--- config.mk ---
export PLATFORM = sky130hd
export DESIGN_NAME = pgfs_top
export DESIGN_NICKNAME = d
export VERILOG_FILES = /design/src/pgfs_top.v /design/src/pgfs_pin_mux.v
export VERILOG_INCLUDE_DIRS = /design/src /design/src/src
export SDC_FILE = /design/constraint.sdc
export NUM_CORES = 1
export LEC_CHECK = 0
export BUFFER_PORTS_ARGS = -buffer_cell sky130_fd_sc_hd__buf_2
export CAP_MARGIN = 20
export CORE_MARGIN = 5
export CORE_UTILIZATION = 50
export DETAILED_ROUTE_END_ITERATION = 8
export GPL_ROUTABILITY_DRIVEN = 0
export GPL_TIMING_DRIVEN = 0
export PLACE_DENSITY = 0.77
export SLEW_MARGIN = 20
export SYNTH_ARGS = -nofsm -noshare
export SYNTH_HDL_FRONTEND = slang
export SYNTH_SLANG_ARGS = --single-unit
--- constraint.sdc ---
create_clock -name aclk -period 4.6 [get_ports aclk]
set_clock_uncertainty 0.2 [all_clocks]
set_input_delay 0.23 -clock aclk [delete_from_list [all_inputs] [get_ports aclk]]
set_output_delay 0.23 -clock aclk [all_outputs]
set_load 0.05 [all_outputs]
--- src/pgfs_regs.vh ---
`ifndef PGFS_REGS_VH
`define PGFS_REGS_VH
// ----------------------------------------------------------------------
// register byte offsets
// ----------------------------------------------------------------------
`define PGFS_OFS_MODE     8'h00
`define PGFS_OFS_FUNC     8'h04
`define PGFS_OFS_G1DATA   8'h08
`define PGFS_OFS_IRQ_STAT 8'h0C
`define PGFS_OFS_IRQ_MASK 8'h10
// ----------------------------------------------------------------------
// reset values and field layout
// ----------------------------------------------------------------------
`define PGFS_RST_BYTE     8'h00
`define PGFS_RST_FUNC     16'h0000
`define PGFS_FN_TIMER     2'h0
`define PGFS_FN_UPMX      2'h1
`define PGFS_G1_OUT_LSB   8
`define PGFS_G1_IN_LSB    0
// edges after reset before pin-change detection is armed
`define PGFS_G1_WARM      2'h3
// bonded-pin masks, default = all eight pins present
`define PGFS_G0_BONDED    8'hFF
`define PGFS_G1_BONDED    8'hFF
// axi responses
`define PGFS_RESP_OKAY    2'h0
`define PGFS_RESP_SLVERR  2'h2
`endif

--- src/pgfs_top.v ---
// Operation
// RULE_01 - each group-0 pin has a mode bit, 0 gpio and 1 peripheral.
// RULE_02 - the upper byte of the mode register reads zero, no storage.
// RULE_03 - each group-0 pin has a 2-bit function field, pin 7 on top.
// RULE_04 - pins 0 and 1 function 0 feed timer channel 0 clock inputs.
// RULE_05 - pin 2 function 0 is buzzer output, pin 3 its inverse.
// RULE_06 - pins 4, 5 function 0 are converter clocks 0, 1; 6, 7 none.
// RULE_07 - function 1 is the universal multiplexer, 2 and 3 are unused.
// RULE_08 - group 1 is gpio and pin events only, no function muxing.
// RULE_09 - group-1 data bits 15..8 are output latches driven to pins.
// RULE_10 - group-1 data bits 7..0 read the current pin input levels.
// RULE_11 - mode, function and latch bits reset to zero, all gpio.
// RULE_12 - bits of pins not bonded out read zero and ignore writes.
//
// Decided for this implementation: the AXI4-Lite register port and the register offsets.
`timescale 1ns/1ps
`include "pgfs_regs.vh"
module pgfs_top #(
    parameter [7:0] G0_BONDED = `PGFS_G0_BONDED,
    parameter [7:0] G1_BONDED = `PGFS_G1_BONDED
) (
    // clock and reset
    input  wire        aclk,
    input  wire        aresetn,
    // axi4-lite write address
    input  wire [7:0]  s_axi_awaddr,
    input  wire        s_axi_awvalid,
    output reg         s_axi_awready,
    // axi4-lite write data
    input  wire [31:0] s_axi_wdata,
    input  wire [3:0]  s_axi_wstrb,
    input  wire        s_axi_wvalid,
    output reg         s_axi_wready,
    // axi4-lite write response
    output reg  [1:0]  s_axi_bresp,
    output reg         s_axi_bvalid,
    input  wire        s_axi_bready,
    // axi4-lite read address
    input  wire [7:0]  s_axi_araddr,
    input  wire        s_axi_arvalid,
    output reg         s_axi_arready,
    // axi4-lite read data
    output reg  [31:0] s_axi_rdata,
    output reg  [1:0]  s_axi_rresp,
    output reg         s_axi_rvalid,
    input  wire        s_axi_rready,
    // group 0 pins
    input  wire [7:0]  g0_pin_in,
    output reg  [7:0]  g0_pin_out,
    output reg  [7:0]  g0_pin_oe,
    // group 0 gpio side
    input  wire [7:0]  g0_gpio_out,
    input  wire [7:0]  g0_gpio_oe,
    output reg  [7:0]  g0_gpio_in,
    // group 0 peripheral side
    input  wire        buzzer_output,
    input  wire        buzzer_output_n,
    input  wire        buzzer_oe,
    input  wire [1:0]  converter_clock_out,
    input  wire [1:0]  converter_clock_oe,
    output reg  [1:0]  timer_ext_clock_in,
    input  wire [7:0]  universal_pin_multiplexer_out,
    input  wire [7:0]  universal_pin_multiplexer_oe,
    output reg  [7:0]  universal_pin_multiplexer_in,
    // group 1 pins
    input  wire [7:0]  g1_pin_in,
    output reg  [7:0]  g1_pin_out,
    input  wire [7:0]  g1_gpio_oe,
    // interrupt
    output reg         irq
);

    // ------------------------------------------------------------------
    // registers and synchronisers
    // ------------------------------------------------------------------
    reg  [7:0]  pin_peripheral_mode_bit;
    reg  [15:0] pin_function_field;
    reg  [7:0]  group1_output_latch;
    reg  [7:0]  irq_stat;
    reg  [7:0]  irq_mask;
    reg  [7:0]  g0_sync1;
    reg  [7:0]  g0_sync2;
    reg  [7:0]  g1_sync1;
    reg  [7:0]  group1_input_level;
    reg  [7:0]  g1_prev;
    reg  [1:0]  g1_warm;
    reg         aw_held;
    reg         w_held;
    reg  [7:0]  aw_addr;
    reg  [31:0] w_data;
    reg  [3:0]  w_strb;

    wire [7:0]  fn0_out;
    wire [7:0]  fn0_oe;
    wire [7:0]  mux_out;
    wire [7:0]  mux_oe;
    wire [7:0]  fn0_in_en;
    wire [7:0]  upmx_in_en;
    wire [7:0]  g1_edge;
    wire [15:0] g0_field_mask;

    // known offset check, used by both read and write paths
    function is_mapped;
        input [7:0] a;
        begin
            is_mapped = (a == `PGFS_OFS_MODE)   ||
                        (a == `PGFS_OFS_FUNC)   ||
                        (a == `PGFS_OFS_G1DATA) ||
                        (a == `PGFS_OFS_IRQ_STAT) ||
                        (a == `PGFS_OFS_IRQ_MASK);
        end
    endfunction

    // spread an 8-bit pin mask to 2-bit fields
    function [15:0] widen;
        input [7:0] m;
        integer k;
        begin
            widen = 16'h0000;
            for (k = 0; k < 8; k = k + 1) begin
                widen[2*k]   = m[k];
                widen[2*k+1] = m[k];
            end
        end
    endfunction

    // ------------------------------------------------------------------
    // function 0 sources by pin
    // ------------------------------------------------------------------
    // bonding mask spread over the 2-bit function fields
    assign g0_field_mask = widen(G0_BONDED);

    // pins 0,1 are timer inputs so never drive; 6,7 have nothing
    assign fn0_out = {2'b00, converter_clock_out,
                      buzzer_output_n, buzzer_output, 2'b00}; // RULE_05
    assign fn0_oe  = {2'b00, converter_clock_oe,
                      buzzer_oe, buzzer_oe, 2'b00}; // RULE_06

    genvar gi;
    generate
        for (gi = 0; gi < 8; gi = gi + 1) begin : g_pin
            pgfs_pin_mux #(
                .PIN (gi)
            ) u_mux (
                .periph_mode (pin_peripheral_mode_bit[gi]),
                .func_sel    (pin_function_field[2*gi+1:2*gi]), // RULE_03
                .fn0_out     (fn0_out[gi]),
                .fn0_oe      (fn0_oe[gi]),
                .upmx_out    (universal_pin_multiplexer_out[gi]),
                .upmx_oe     (universal_pin_multiplexer_oe[gi]),
                .gpio_out    (g0_gpio_out[gi]),
                .gpio_oe     (g0_gpio_oe[gi]),
                .pin_out     (mux_out[gi]),
                .pin_oe      (mux_oe[gi]),
                .fn0_in_en   (fn0_in_en[gi]),
                .upmx_in_en  (upmx_in_en[gi])
            );
        end
    endgenerate

    // ------------------------------------------------------------------
    // pin sampling and registered outputs
    // ------------------------------------------------------------------
    // only the second stage of each synchroniser feeds logic; detection
    // waits until the previous-level copy holds a real pin level, since
    // a pin idling high would otherwise look like an edge after reset.
    // the price: a change in the first cycles after reset is not seen
    assign g1_edge = (g1_warm == `PGFS_G1_WARM)
                     ? ((group1_input_level ^ g1_prev) & G1_BONDED)
                     : 8'h00;

    // arming counter for pin-change detection
    always @(posedge aclk) begin
        if (!aresetn) begin
            g1_warm <= 2'h0;
        end else if (g1_warm != `PGFS_G1_WARM) begin
            g1_warm <= g1_warm + 2'h1;
        end
    end

    // registered pin paths cost one cycle but keep outputs glitch free
    always @(posedge aclk) begin
        if (!aresetn) begin
            g0_sync1   <= 8'h00;
            g0_sync2   <= 8'h00;
            g1_sync1   <= 8'h00;
            group1_input_level <= 8'h00;
            g1_prev    <= 8'h00;
            g0_pin_out <= 8'h00;
            g0_pin_oe  <= 8'h00;
            g0_gpio_in <= 8'h00;
            timer_ext_clock_in <= 2'h0;
            universal_pin_multiplexer_in <= 8'h00;
            g1_pin_out <= 8'h00;
        end else begin
            g0_sync1   <= g0_pin_in;
            g0_sync2   <= g0_sync1;
            g1_sync1   <= g1_pin_in;
            group1_input_level <= g1_sync1; // RULE_10
            g1_prev    <= group1_input_level;
            g0_pin_out <= mux_out & G0_BONDED;
            g0_pin_oe  <= mux_oe & G0_BONDED;
            g0_gpio_in <= g0_sync2 & ~pin_peripheral_mode_bit; // RULE_01
            timer_ext_clock_in <= g0_sync2[1:0] & fn0_in_en[1:0]; // RULE_04
            universal_pin_multiplexer_in <= g0_sync2 & upmx_in_en;
            // gpio only: the latch reaches the pins only where g1_gpio_oe is set
            g1_pin_out <= group1_output_latch & g1_gpio_oe; // RULE_08 RULE_09
        end
    end

    // ------------------------------------------------------------------
    // axi4-lite write channel
    // ------------------------------------------------------------------
    // address and data accepted in either order, response after both
    always @(posedge aclk) begin
        if (!aresetn) begin
            aw_held  <= 1'b0;
            w_held   <= 1'b0;
            aw_addr  <= 8'h00;
            w_data   <= 32'h0000_0000;
            w_strb   <= 4'h0;
            s_axi_awready <= 1'b0;
            s_axi_wready  <= 1'b0;
            s_axi_bvalid  <= 1'b0;
            s_axi_bresp   <= `PGFS_RESP_OKAY;
        end else begin
            s_axi_awready <= !aw_held && !s_axi_awready && !s_axi_bvalid
                             && s_axi_awvalid;
            s_axi_wready  <= !w_held && !s_axi_wready && !s_axi_bvalid
                             && s_axi_wvalid;
            if (s_axi_awvalid && s_axi_awready) begin
                aw_held <= 1'b1;
                aw_addr <= s_axi_awaddr;
            end
            if (s_axi_wvalid && s_axi_wready) begin
                w_held <= 1'b1;
                w_data <= s_axi_wdata;
                w_strb <= s_axi_wstrb;
            end
            if (aw_held && w_held) begin
                aw_held      <= 1'b0;
                w_held       <= 1'b0;
                s_axi_bvalid <= 1'b1;
                s_axi_bresp  <= is_mapped(aw_addr) ? `PGFS_RESP_OKAY
                                                   : `PGFS_RESP_SLVERR;
            end else if (s_axi_bvalid && s_axi_bready) begin
                s_axi_bvalid <= 1'b0;
            end
        end
    end

    // ------------------------------------------------------------------
    // register store and event flags
    // ------------------------------------------------------------------
    // writes land in the cycle the response is raised; unbonded bits
    // are masked so they neither store nor read back
    always @(posedge aclk) begin
        if (!aresetn) begin
            pin_peripheral_mode_bit <= `PGFS_RST_BYTE; // RULE_11
            pin_function_field      <= `PGFS_RST_FUNC; // RULE_11
            group1_output_latch     <= `PGFS_RST_BYTE; // RULE_11
            irq_stat <= 8'h00;
            irq_mask <= 8'h00;
            irq      <= 1'b0;
        end else begin
            if (aw_held && w_held) begin
                case (aw_addr)
                    `PGFS_OFS_MODE: begin
                        // upper byte has no storage
                        if (w_strb[0])
                            pin_peripheral_mode_bit <=
                                w_data[7:0] & G0_BONDED; // RULE_02 RULE_12
                    end
                    `PGFS_OFS_FUNC: begin
                        // unbonded pins keep a zero field
                        if (w_strb[0])
                            pin_function_field[7:0] <=
                                w_data[7:0] & g0_field_mask[7:0]; // RULE_03
                        if (w_strb[1])
                            pin_function_field[15:8] <=
                                w_data[15:8] & g0_field_mask[15:8]; // RULE_12
                    end
                    `PGFS_OFS_G1DATA: begin
                        // lower byte is input only
                        if (w_strb[1])
                            group1_output_latch <=
                                w_data[15:8] & G1_BONDED; // RULE_09 RULE_12
                    end
                    `PGFS_OFS_IRQ_MASK: begin
                        if (w_strb[0])
                            irq_mask <= w_data[7:0] & G1_BONDED;
                    end
                    default: begin
                    end
                endcase
            end
            // new edge wins over a write-one clear in the same cycle
            if (aw_held && w_held && (aw_addr == `PGFS_OFS_IRQ_STAT)
                && w_strb[0])
                irq_stat <= (irq_stat & ~w_data[7:0]) | g1_edge; // RULE_08
            else
                irq_stat <= irq_stat | g1_edge;
            irq <= |(irq_stat & irq_mask);
        end
    end

    // ------------------------------------------------------------------
    // axi4-lite read channel
    // ------------------------------------------------------------------
    always @(posedge aclk) begin
        if (!aresetn) begin
            s_axi_arready <= 1'b0;
            s_axi_rvalid  <= 1'b0;
            s_axi_rdata   <= 32'h0000_0000;
            s_axi_rresp   <= `PGFS_RESP_OKAY;
        end else begin
            s_axi_arready <= !s_axi_arready && !s_axi_rvalid
                             && s_axi_arvalid;
            if (s_axi_arvalid && s_axi_arready) begin
                s_axi_rvalid <= 1'b1;
                s_axi_rresp  <= is_mapped(s_axi_araddr) ? `PGFS_RESP_OKAY
                                                        : `PGFS_RESP_SLVERR;
                case (s_axi_araddr)
                    `PGFS_OFS_MODE:
                        s_axi_rdata <= {24'h000000,
                                        pin_peripheral_mode_bit}; // RULE_02
                    `PGFS_OFS_FUNC:
                        s_axi_rdata <= {16'h0000, pin_function_field};
                    `PGFS_OFS_G1DATA:
                        // unbonded input bits read as zero
                        s_axi_rdata <= {16'h0000, group1_output_latch,
                                        group1_input_level
                                        & G1_BONDED}; // RULE_10 RULE_12
                    `PGFS_OFS_IRQ_STAT:
                        s_axi_rdata <= {24'h000000, irq_stat};
                    `PGFS_OFS_IRQ_MASK:
                        s_axi_rdata <= {24'h000000, irq_mask};
                    default:
                        s_axi_rdata <= 32'h0000_0000;
                endcase
            end else if (s_axi_rvalid && s_axi_rready) begin
                s_axi_rvalid <= 1'b0;
            end
        end
    end

endmodule

--- src/pgfs_pin_mux.v ---
`timescale 1ns/1ps
// per-pin function routing for group 0
module pgfs_pin_mux #(
    parameter PIN = 0
) (
    // selection
    input  wire       periph_mode,
    input  wire [1:0] func_sel,
    // function 0 source/sink
    input  wire       fn0_out,
    input  wire       fn0_oe,
    // universal multiplexer
    input  wire       upmx_out,
    input  wire       upmx_oe,
    // gpio
    input  wire       gpio_out,
    input  wire       gpio_oe,
    // result
    output reg        pin_out,
    output reg        pin_oe,
    output wire       fn0_in_en,
    output wire       upmx_in_en
);
`include "pgfs_regs.vh"
    // function 0 exists on pins 0..5 only
    localparam HAS_FN0 = (PIN < 6);

    assign fn0_in_en  = periph_mode && (func_sel == `PGFS_FN_TIMER)
                        && HAS_FN0; // RULE_04
    assign upmx_in_en = periph_mode && (func_sel == `PGFS_FN_UPMX); // RULE_07

    // output selection; functions 2 and 3 leave the pin undriven
    always @* begin
        pin_out = 1'b0;
        pin_oe  = 1'b0;
        if (!periph_mode) begin // RULE_01
            pin_out = gpio_out;
            pin_oe  = gpio_oe;
        end else begin
            case (func_sel)
                `PGFS_FN_TIMER: begin // RULE_05 RULE_06
                    pin_out = HAS_FN0 ? fn0_out : 1'b0;
                    pin_oe  = HAS_FN0 ? fn0_oe : 1'b0;
                end
                `PGFS_FN_UPMX: begin // RULE_07
                    pin_out = upmx_out;
                    pin_oe  = upmx_oe;
                end
                default: begin
                    pin_out = 1'b0;
                    pin_oe  = 1'b0;
                end
            endcase
        end
    end
endmodule

==> results.json, run 1 <==
{
  "status": "complete, no violations",
  "setup_viol": 0,
  "final_common_cell": "dfxtp_1",
  "worstPathMaxFanout": 5,
  "core_um2": 13990,
  "finalHoldViolCount": 0,
  "ctsResizeCount": 0,
  "dpl.hpwl_mm": 15.39,
  "syn_inst": 767,
  "fmax_mhz": 427.1,
  "p_per_area_nw_per_um2": 361.8,
  "die_x_um": 129.9,
  "fin_crit_sh": 0.5090,
  "grt_antenna_before_repair": 0,
  "top_level_ports": 206,
  "dp_cells": 1132,
  "vias_per_cell": 5.414,
  "wl_per_cell_um": 17.39,
  "syn_to_final_growth_pct": 34.75,
  "end_kind": "register",
  "gr-total-overflow": 0,
  "cts.clk_slew.worst_paths_ns": 0.06,
  "fillers": 1089,
  "cts_inserted_buffers": 17,
  "vias": 6719,
  "final_cell_mix": "dfxtp_1, buf_2, nand2_1",
  "p_int_w": 0.002669,
  "stdcell_count": 1241,
  "hp-class": "input port to register",
  "cts_tree": "done",
  "synth_mux_area_frac": 0.08214,
  "first_iter_violations": 730,
  "rsz0062_at_grt": "no",
  "layout-drive-gt1-share": 0.2304,
  "sw_frac_of_total": 0.2388,
  "portBuffers": 168,
  "slew_headroom": 0.2521,
  "remaining_drc_errors": 0,
  "post_cts_buffers": 0,
  "reg_top3": "pin_function_field: 16 flops, s_axi_rdata: 16 flops, w_data: 16 flops",
  "switchingPower_w": 0.0008370,
  "drtPass1Iterations": 5,
  "synth_cell_types": 47,
  "grt_pass1_vias": 6604,
  "worst_slew_pin_slew_ns": 1.113,
  "dieArea_um2": 16880,
  "syn_area_per_cell_um2": 9.373,
  "cts_buffer_depth": 2,
  "start_util": 0.5140,
  "cts_num_sinks": 184,
  "leakage_nw": 4.178,
  "fin_crit_ns": 2.341,
  "critPathArrivalTime_ns": 2.46,
  "maxCapViolations": 0,
  "cp-start-kind": "register",
  "root_buffer": "clkbuf_16",
  "ir_drop_mv": 0.2381,
  "h-tree-depth": 4,
  "hold_buffers": 76,
  "drt_wl_total_mm": 21.58,
  "drtAntennaViolNets": 0,
  "clock_latency_ns": 0.42,
  "grt_first_pass_wirelength_mm": 33.16,
  "num_rows": 43,
  "synthSimpleGateAreaFrac": 0.2339,
  "final_nets": 1170,
  "die_h_um": 129.9,
  "grt_usage": 0.2528,
  "yosysWarningCount": 0,
  "grt_max_degree": 17,
  "pwr-share-comb": 0.106,
  "pwr-share-seq": 0.475,
  "synth_top_family_by_area": "simple AND/OR/NAND/NOR gates",
  "criticalPathCategory": "register to register",
  "slew_violations": 0,
  "synth_seq_cells": 184,
  "synth_compound_area_frac": 0.1076,
  "fin_setup_tns_ns": 0,
  "p_clk_frac": 0.419,
  "synth-seq-area-share": 0.5124,
  "syn_area_um2": 7189,
  "synthAdderAreaFrac": 0.001740,
  "required_ns": 4.72,
  "synth_xor_area_frac": 0.01096
}
==> worst max-delay path: stages (launching register included) <==
cell           delay [ns]
dfxtp_1              0.48
mux2i_1              0.21
dlygate4sd3_1        0.56
o22ai_1              0.06
dlygate4sd3_1        0.57
and2_1               0.16
==> cell families after synthesis <==
family	count (synthesis)
AND/OR/NAND/NOR	312
adder cells (fa/ha/maj)	1
AO/OA/AOI/OAI	125
multiplexers	57
flip-flops	184
buffers and inverters	78
XOR/XNOR	9
other	1
==> cell usage after synthesis, drive strengths merged <==
| library cell | instances | area [um2] |
|---|---|---|
| and4bb | 1 | 12.51 |
| o41ai | 1 | 8.760 |
| nand2b | 15 | 93.84 |
| buf | 32 | 192.7 |
| or2 | 1 | 6.260 |
| and3 | 9 | 56.30 |
| mux2i | 41 | 410.4 |
| nor2b | 6 | 37.54 |
| o31ai | 8 | 60.06 |
| inv | 13 | 48.80 |
| nor3b | 3 | 22.52 |
| conb | 1 | 3.750 |
| a2111o | 8 | 90.09 |
| nor4bb | 1 | 10.01 |
| or3 | 1 | 6.260 |
| a41oi | 1 | 8.760 |
| a311oi | 8 | 70.07 |
| dfxtp | 184 | 3684 |
| o22ai | 8 | 50.05 |
| nand4 | 18 | 125.1 |
| o21ai | 9 | 45.04 |
| or4 | 2 | 15.01 |
| clkbuf | 33 | 123.9 |
| and2 | 50 | 312.8 |
| a21oi | 62 | 310.3 |
| nor4 | 3 | 55.05 |
| and4 | 3 | 26.28 |
| ha | 1 | 12.51 |
| xor2 | 9 | 78.83 |
| nand2 | 122 | 457.9 |
| a22oi | 4 | 30.03 |
| and3b | 1 | 8.760 |
| mux2 | 16 | 180.2 |
| a31oi | 16 | 100.1 |
| nand3 | 29 | 150.1 |
| nor2 | 15 | 56.30 |
| nand4bb | 2 | 22.52 |
| nand3b | 16 | 120.1 |
| nor4b | 3 | 26.28 |
| nor3 | 11 | 60.06 |
==> final timing paths <==
check / endpoint / slack (ns) / depth (start not counted) / startpoint
setup / recovery: g0_pin_out[2]$_SDFF_PN0_ / 2.26 / 5 / pin_function_field[4]$_SDFFE_PN0P_
hold / removal: g0_pin_out[3]$_SDFF_PN0_ / 0.008 / 4 / g0_gpio_out[3]
setup reg to reg: g0_pin_out[2]$_SDFF_PN0_ / 2.26 / 5 / pin_function_field[4]$_SDFFE_PN0P_
hold reg to reg: g0_gpio_in[1]$_SDFF_PN0_ / 0.22 / 2 / g0_sync2[1]$_SDFF_PN0_
==> area by class of cell <==
class | count | area (um2) | share of cell area
Clock inverter | 6 | 87.58 | 0.009040
Multi-Input combinational cell | 522 | 3204 | 0.3308
Buffer | 65 | 316.6 | 0.03267
Clock buffer | 25 | 515.5 | 0.05321
Timing Repair Buffer | 244 | 1602 | 0.1653
Antenna cell | 2 | 5.005 | 0.0005166
Sequential cell | 184 | 3684 | 0.3802
Inverter | 13 | 48.80 | 0.005037
Tap cell | 180 | 225.2 | 0.02325
==> layer usage <==
layer  global-route usage  wire, um  up-vias  part of all wire
li1                     -         -     3207                 -
met1               0.3174      8918     3155              0.41
met2               0.4346     10520      312              0.49
met3              0.04830      1640       45             0.076
met4              0.09046       506        0             0.023
met5                    0         0        -                 0
==> stage by stage <==
step / utilization / hold slack [ns] / instance area (um2) / power [W] / setup WS, ns
after floorplan: - / 0.1483 / 7253 / 0.001904 / 2.765
after global placement: 0.5947 / 0.2141 / 8319 / 0.002009 / 2.560
after global routing: 0.6922 / 0.004373 / 9683 / 0.003615 / 2.152
final: 0.6926 / 0.007882 / 9688 / 0.003506 / 2.259
after detailed placement: 0.5947 / 0.2169 / 8319 / 0.002015 / 2.555
after CTS: 0.6922 / 0.004425 / 9683 / 0.003507 / 2.297
==> power groups by stage <==
stage	sequential [W]	combinational [W]	clock, W
floorplan	0.00175	0.000158	0
global placement	0.00170	0.000310	0
detailed placement	0.00170	0.000315	0
CTS	0.00166	0.000366	0.00148
global route	0.00167	0.000398	0.00155
finish	0.00167	0.000371	0.00147
No activity file was read; power rests on OpenSTA's default activity.
==> inputs of run 2 (changes only) <==
- clock period: 4.6 -> 2.4 ns (I/O delays scaled with it)
==> run 2 against run 1 <==
Net effect: via count up 2.1%; clock-buffer cell count stayed put; largest cell class unchanged; clock power up 92%; register-to-register slack got worse by 2.1 ns; die area is the same; highest routed layer unchanged.
==> results.json, run 2 (synthesis results as in run 1) <==
{
  "status": "complete, no violations",
  "leakage_nw": 4.320,
  "first_iter_violations": 655,
  "dpl.hpwl_mm": 15.39,
  "h-tree-depth": 4,
  "die_x_um": 129.9,
  "cts_inserted_buffers": 17,
  "maxCapViolations": 0,
  "critPathArrivalTime_ns": 2.40,
  "multi_input_area_um2": 3209,
  "p_per_area_nw_per_um2": 678.3,
  "clock_latency_ns": 0.43,
  "wl_per_cell_um": 17.63,
  "top_layer": "met4",
  "root_buffer": "clkbuf_16",
  "fin_crit_sh": 0.9387,
  "hp-class": "input port to register",
  "worst_slew_pin_slew_ns": 1.026,
  "drt_wl_total_mm": 22.35,
  "cp-start-kind": "input port",
  "fin_setup_tns_ns": 0,
  "grt_usage": 0.2599,
  "p_total_w": 0.006759,
  "gr-total-overflow": 0,
  "hold_slack_ns": 0.04032,
  "vias_per_cell": 5.410,
  "rsz0062_at_grt": "no",
  "syn_to_final_growth_pct": 38.60,
  "fillers": 1057,
  "drtPass1Iterations": 5,
  "cts_tree": "done",
  "top_level_ports": 206,
  "slew_headroom": 0.3143,
  "fin_crit_ns": 2.253,
  "reg2reg_slack_ns": 0.15,
  "criticalPathCategory": "input port to register",
  "post_cts_buffers": 0,
  "drtAntennaViolNets": 0,
  "setup_viol": 0,
  "cp_num_buf_inv": 3,
  "grt_first_pass_wirelength_mm": 34.16,
  "final_common_cell": "dfxtp_1",
  "required_ns": 2.54,
  "reg_top3": "pin_function_field: 16 flops, s_axi_rdata: 16 flops, w_data: 16 flops",
  "path_delay_family": "buffers and inverters",
  "grt_pass1_vias": 6767,
  "stdcell_count": 1268,
  "wl_met2_mm": 10.91,
  "grt_max_degree": 17,
  "remaining_drc_errors": 0,
  "wl_met3_mm": 1.761,
  "finalHoldViolCount": 0,
  "slew_violations": 0,
  "die_h_um": 129.9,
  "ir_drop_mv": 0.4546,
  "portBuffers": 168,
  "cts.clk_slew.worst_paths_ns": 0.06,
  "slowest_delay_ns": 0.78,
  "dp_cells": 1132,
  "final_cell_mix": "dfxtp_1, buf_2, nand2_1",
  "vias": 6860,
  "fmax_mhz": 443.9,
  "layout-drive-gt1-share": 0.2265,
  "final_nets": 1197,
  "cts_num_sinks": 184,
  "cp_slowest_cell": "dlygate4sd3_1",
  "end_kind": "register",
  "wl_met1_mm": 9.054,
  "cp_cell_sequence": "dlygate4sd3_1 -> buf_2 -> nor4_2 -> dlygate4sd3_1 -> a31oi_1 -> a31oi_1",
  "worstPathMaxFanout": 6,
  "core_um2": 13990,
  "cts_buffer_depth": 2,
  "start_util": 0.5140,
  "num_rows": 43,
  "grt_antenna_before_repair": 0,
  "regArea_um2": 3685,
  "dieArea_um2": 16880
}
## run 2: worst paths after layout
kind,cells after the start,start,end
worst min-delay path,3,s_axi_awvalid,s_axi_awready$_SDFF_PN0_
worst max-delay path,6,s_axi_araddr[5],s_axi_rdata[4]$_SDFFE_PN0P_
worst min register to register,2,g0_sync2[1]$_SDFF_PN0_,g0_gpio_in[1]$_SDFF_PN0_
worst max register to register,5,pin_function_field[4]$_SDFFE_PN0P_,g0_pin_out[2]$_SDFF_PN0_
## run 2: per-layer routing
metal,up-vias,track usage
met5,-,0
met2,340,0.4489
li1,3263,-
met3,54,0.05403
met4,0,0.09230
met1,3203,0.3221
## run 2: worst min-delay path: stages
cell	delay [ns]
buf_2	0.10
clkbuf_1	0.20
nor4b_1	0.19
## run 2: what timing repair did
| item | CTS | global route |
|---|---|---|
| hold endpoints to repair | 82 | 7 |
| hold buffers | 102 | 1 |
| gates resized for setup | 0 | 2 |
| endpoints found under the setup margin | 0 | 2 |
## run 2: power breakdown
| part | internal (W) | switching (W) |
|---|---|---|
| Combinational | 0.000305 | 0.000441 |
| Clock | 0.00170 | 0.00113 |
| Sequential | 0.00314 | 0.0000536 |
## run 2: layout make-up
| cell class | instances | area share |
|---|---|---|
| Sequential cell | 184 | 0.3698 |
| Multi-Input combinational cell | 522 | 0.3221 |
| Buffer | 65 | 0.03177 |
| Antenna cell | 2 | 0.0005023 |
| Clock inverter | 6 | 0.008790 |
| Clock buffer | 25 | 0.05173 |
| Tap cell | 180 | 0.02260 |
| Inverter | 13 | 0.004897 |
| Timing Repair Buffer | 271 | 0.1878 |
## run 2: per-stage QoR
step	setup slack (ns)	util	instance area (um2)
detailed placement	0.4368	0.5947	8319
finish	0.1471	0.7123	9965
floorplan	0.5648	-	7253
CTS	0.07214	0.7108	9943
global placement	0.4700	0.5947	8319
global route	0.05814	0.7120	9960
==> inputs of run 3 (changes only) <==
- CORE_ASPECT_RATIO: not set -> 0.75
- RECOVER_POWER: not set -> 25
- SLEW_MARGIN: 20 -> 15
==> run 3 against run 2 <==
Net effect: combinational power barely moved; cell count barely moved; worst setup slack got worse by 0.031 ns; wire length fell by 1.3%; power rose by 3.5%; sequential power barely moved; hold slack got worse by 0.025 ns; die area rose by 0.15%; largest cell class unchanged; highest routed layer is now met5.
==> results.json, run 3 (synthesis results as in run 1) <==
{
  "cts_num_sinks": 184,
  "layout-drive-gt1-share": 0.2164,
  "drtAntennaViolNets": 0,
  "hp-class": "input port to register",
  "end_kind": "register",
  "leakage_nw": 4.260,
  "fin_setup_tns_ns": 0,
  "p_per_area_nw_per_um2": 700.8,
  "fillers": 1086,
  "slowest_delay_ns": 0.56,
  "p_total_w": 0.006995,
  "h-tree-depth": 4,
  "cp_cell_sequence": "mux2i_1 -> dlygate4sd3_1 -> o22ai_1 -> dlygate4sd3_1 -> and2_1",
  "pwr-share-comb": 0.106,
  "dieArea_um2": 16900,
  "num_rows": 38,
  "setup_viol": 0,
  "gr-total-overflow": 0,
  "start_util": 0.5040,
  "status": "complete, no violations",
  "grt_max_degree": 17,
  "cp_slowest_cell": "dlygate4sd3_1",
  "setup_ws_ns": 0.1159,
  "cp-start-kind": "register",
  "remaining_drc_errors": 0,
  "grt_usage": 0.2564,
  "cts_inserted_buffers": 17,
  "place_ws_ns": 0.3724,
  "rsz0062_at_grt": "no",
  "final_cell_mix": "dfxtp_1, buf_2, nand2_1",
  "cts_buffer_depth": 2,
  "maxCapViolations": 0,
  "wl_per_cell_um": 17.42,
  "worst_slew_pin_slew_ns": 1.144,
  "first_iter_violations": 578,
  "p_int_w": 0.005295,
  "top_level_ports": 206,
  "switchingPower_w": 0.001700,
  "final_nets": 1196,
  "slew_violations": 0,
  "final_common_cell": "dfxtp_1",
  "cts.clk_slew.worst_paths_ns": 0.07,
  "vias_per_cell": 5.407,
  "ir_drop_mv": 0.5097,
  "fin_crit_sh": 0.9517,
  "portBuffers": 168,
  "fin_util": 0.6997,
  "vias": 6851,
  "finalHoldViolCount": 0,
  "criticalPathCategory": "register to register",
  "grt_first_pass_wirelength_mm": 34.08,
  "syn_to_final_growth_pct": 38.83,
  "root_buffer": "clkbuf_16",
  "critPathArrivalTime_ns": 2.40,
  "worstPathMaxFanout": 5,
  "die_x_um": 148.5,
  "sw_frac_of_total": 0.2430,
  "slew_headroom": 0.2315,
  "reg_top3": "pin_function_field: 16 flops, s_axi_rdata: 16 flops, w_data: 16 flops",
  "cts_tree": "done",
  "pwr-share-seq": 0.456,
  "core_um2": 14260,
  "dpl.hpwl_mm": 15.26,
  "drtPass1Iterations": 5,
  "fin_crit_ns": 2.284,
  "required_ns": 2.52,
  "clock_latency_ns": 0.43,
  "fmax_mhz": 437.8,
  "die_h_um": 113.8,
  "path_common_cell": "dlygate4sd3_1",
  "grt_pass1_vias": 6523,
  "hold_slack_ns": 0.01494,
  "p_clk_frac": 0.438,
  "post_cts_buffers": 0,
  "grt_antenna_before_repair": 1,
  "drt_wl_total_mm": 22.07
}
==> run 3: what timing repair did <==
item | 4_1_cts | 5_1_grt
hold endpoints to repair | 77 | 0
hold buffers | 102 | 0
setup endpoints to repair | 0 | 2
gates resized for setup | 0 | 3
==> run 3: power by group through the flow <==
stage | Clock [W] | Combinational (W) | Sequential (W)
after floorplan | 0 | 0.000304 | 0.00335
after global placement | 0 | 0.000597 | 0.00326
after detailed placement | 0 | 0.000607 | 0.00326
after CTS | 0.00308 | 0.000732 | 0.00319
after global routing | 0.00322 | 0.000796 | 0.00320
final | 0.00306 | 0.000743 | 0.00319
==> run 3: area by class of cell <==
class / instances / area, um2 / area share
antenna: 1 / 2.502 / 0.0002507
inverter: 13 / 48.80 / 0.004889
buffer: 65 / 316.6 / 0.03172
sequential: 184 / 3689 / 0.3696
tap: 180 / 225.2 / 0.02256
clock buffer: 17 / 425.4 / 0.04262
multi-input combinational: 522 / 3209 / 0.3215
timing repair buffer: 270 / 1843 / 0.1847
clock inverter: 15 / 221.5 / 0.02219
==> run 3: per-layer routing <==
metal | up-vias | track usage | part of all wire | routed length (um)
met4 | 2 | 0.06769 | 0.020 | 449
li1 | 3255 | - | - | -
met5 | - | 0 | 0.00050 | 11
met2 | 341 | 0.4249 | 0.47 | 10280
met1 | 3209 | 0.3381 | 0.43 | 9436
met3 | 44 | 0.06235 | 0.086 | 1890
==> run 3: final timing paths <==
path / slack (ns) / end / from / depth (start not counted)
max reg2reg: 0.12 / g0_pin_out[2]$_SDFF_PN0_ / pin_function_field[4]$_SDFFE_PN0P_ / 5
max: 0.12 / g0_pin_out[2]$_SDFF_PN0_ / pin_function_field[4]$_SDFFE_PN0P_ / 5
min reg2reg: 0.23 / g0_gpio_in[6]$_SDFF_PN0_ / g0_sync2[6]$_SDFF_PN0_ / 2
min: 0.01 / s_axi_rdata[4]$_SDFFE_PN0P_ / s_axi_araddr[1] / 4
==> run 3: critical path: cells and delay by family, from the launching register on <==
family / cells / cell delay, ns
DFF: 1 / 0.45
buffers and inverters: 2 / 1.11
muxes: 1 / 0.20
and+or+nand+nor: 1 / 0.15
AOI/OAI and AO/OA: 1 / 0.06
==> run 3: stage by stage <==
stage / instance area (um2) / cells
global placement: 8319 / 1132
global route: 9978 / 1266
finish: 9981 / 1267
floorplan: 7253 / 784
detailed placement: 8319 / 1132
CTS: 9987 / 1266
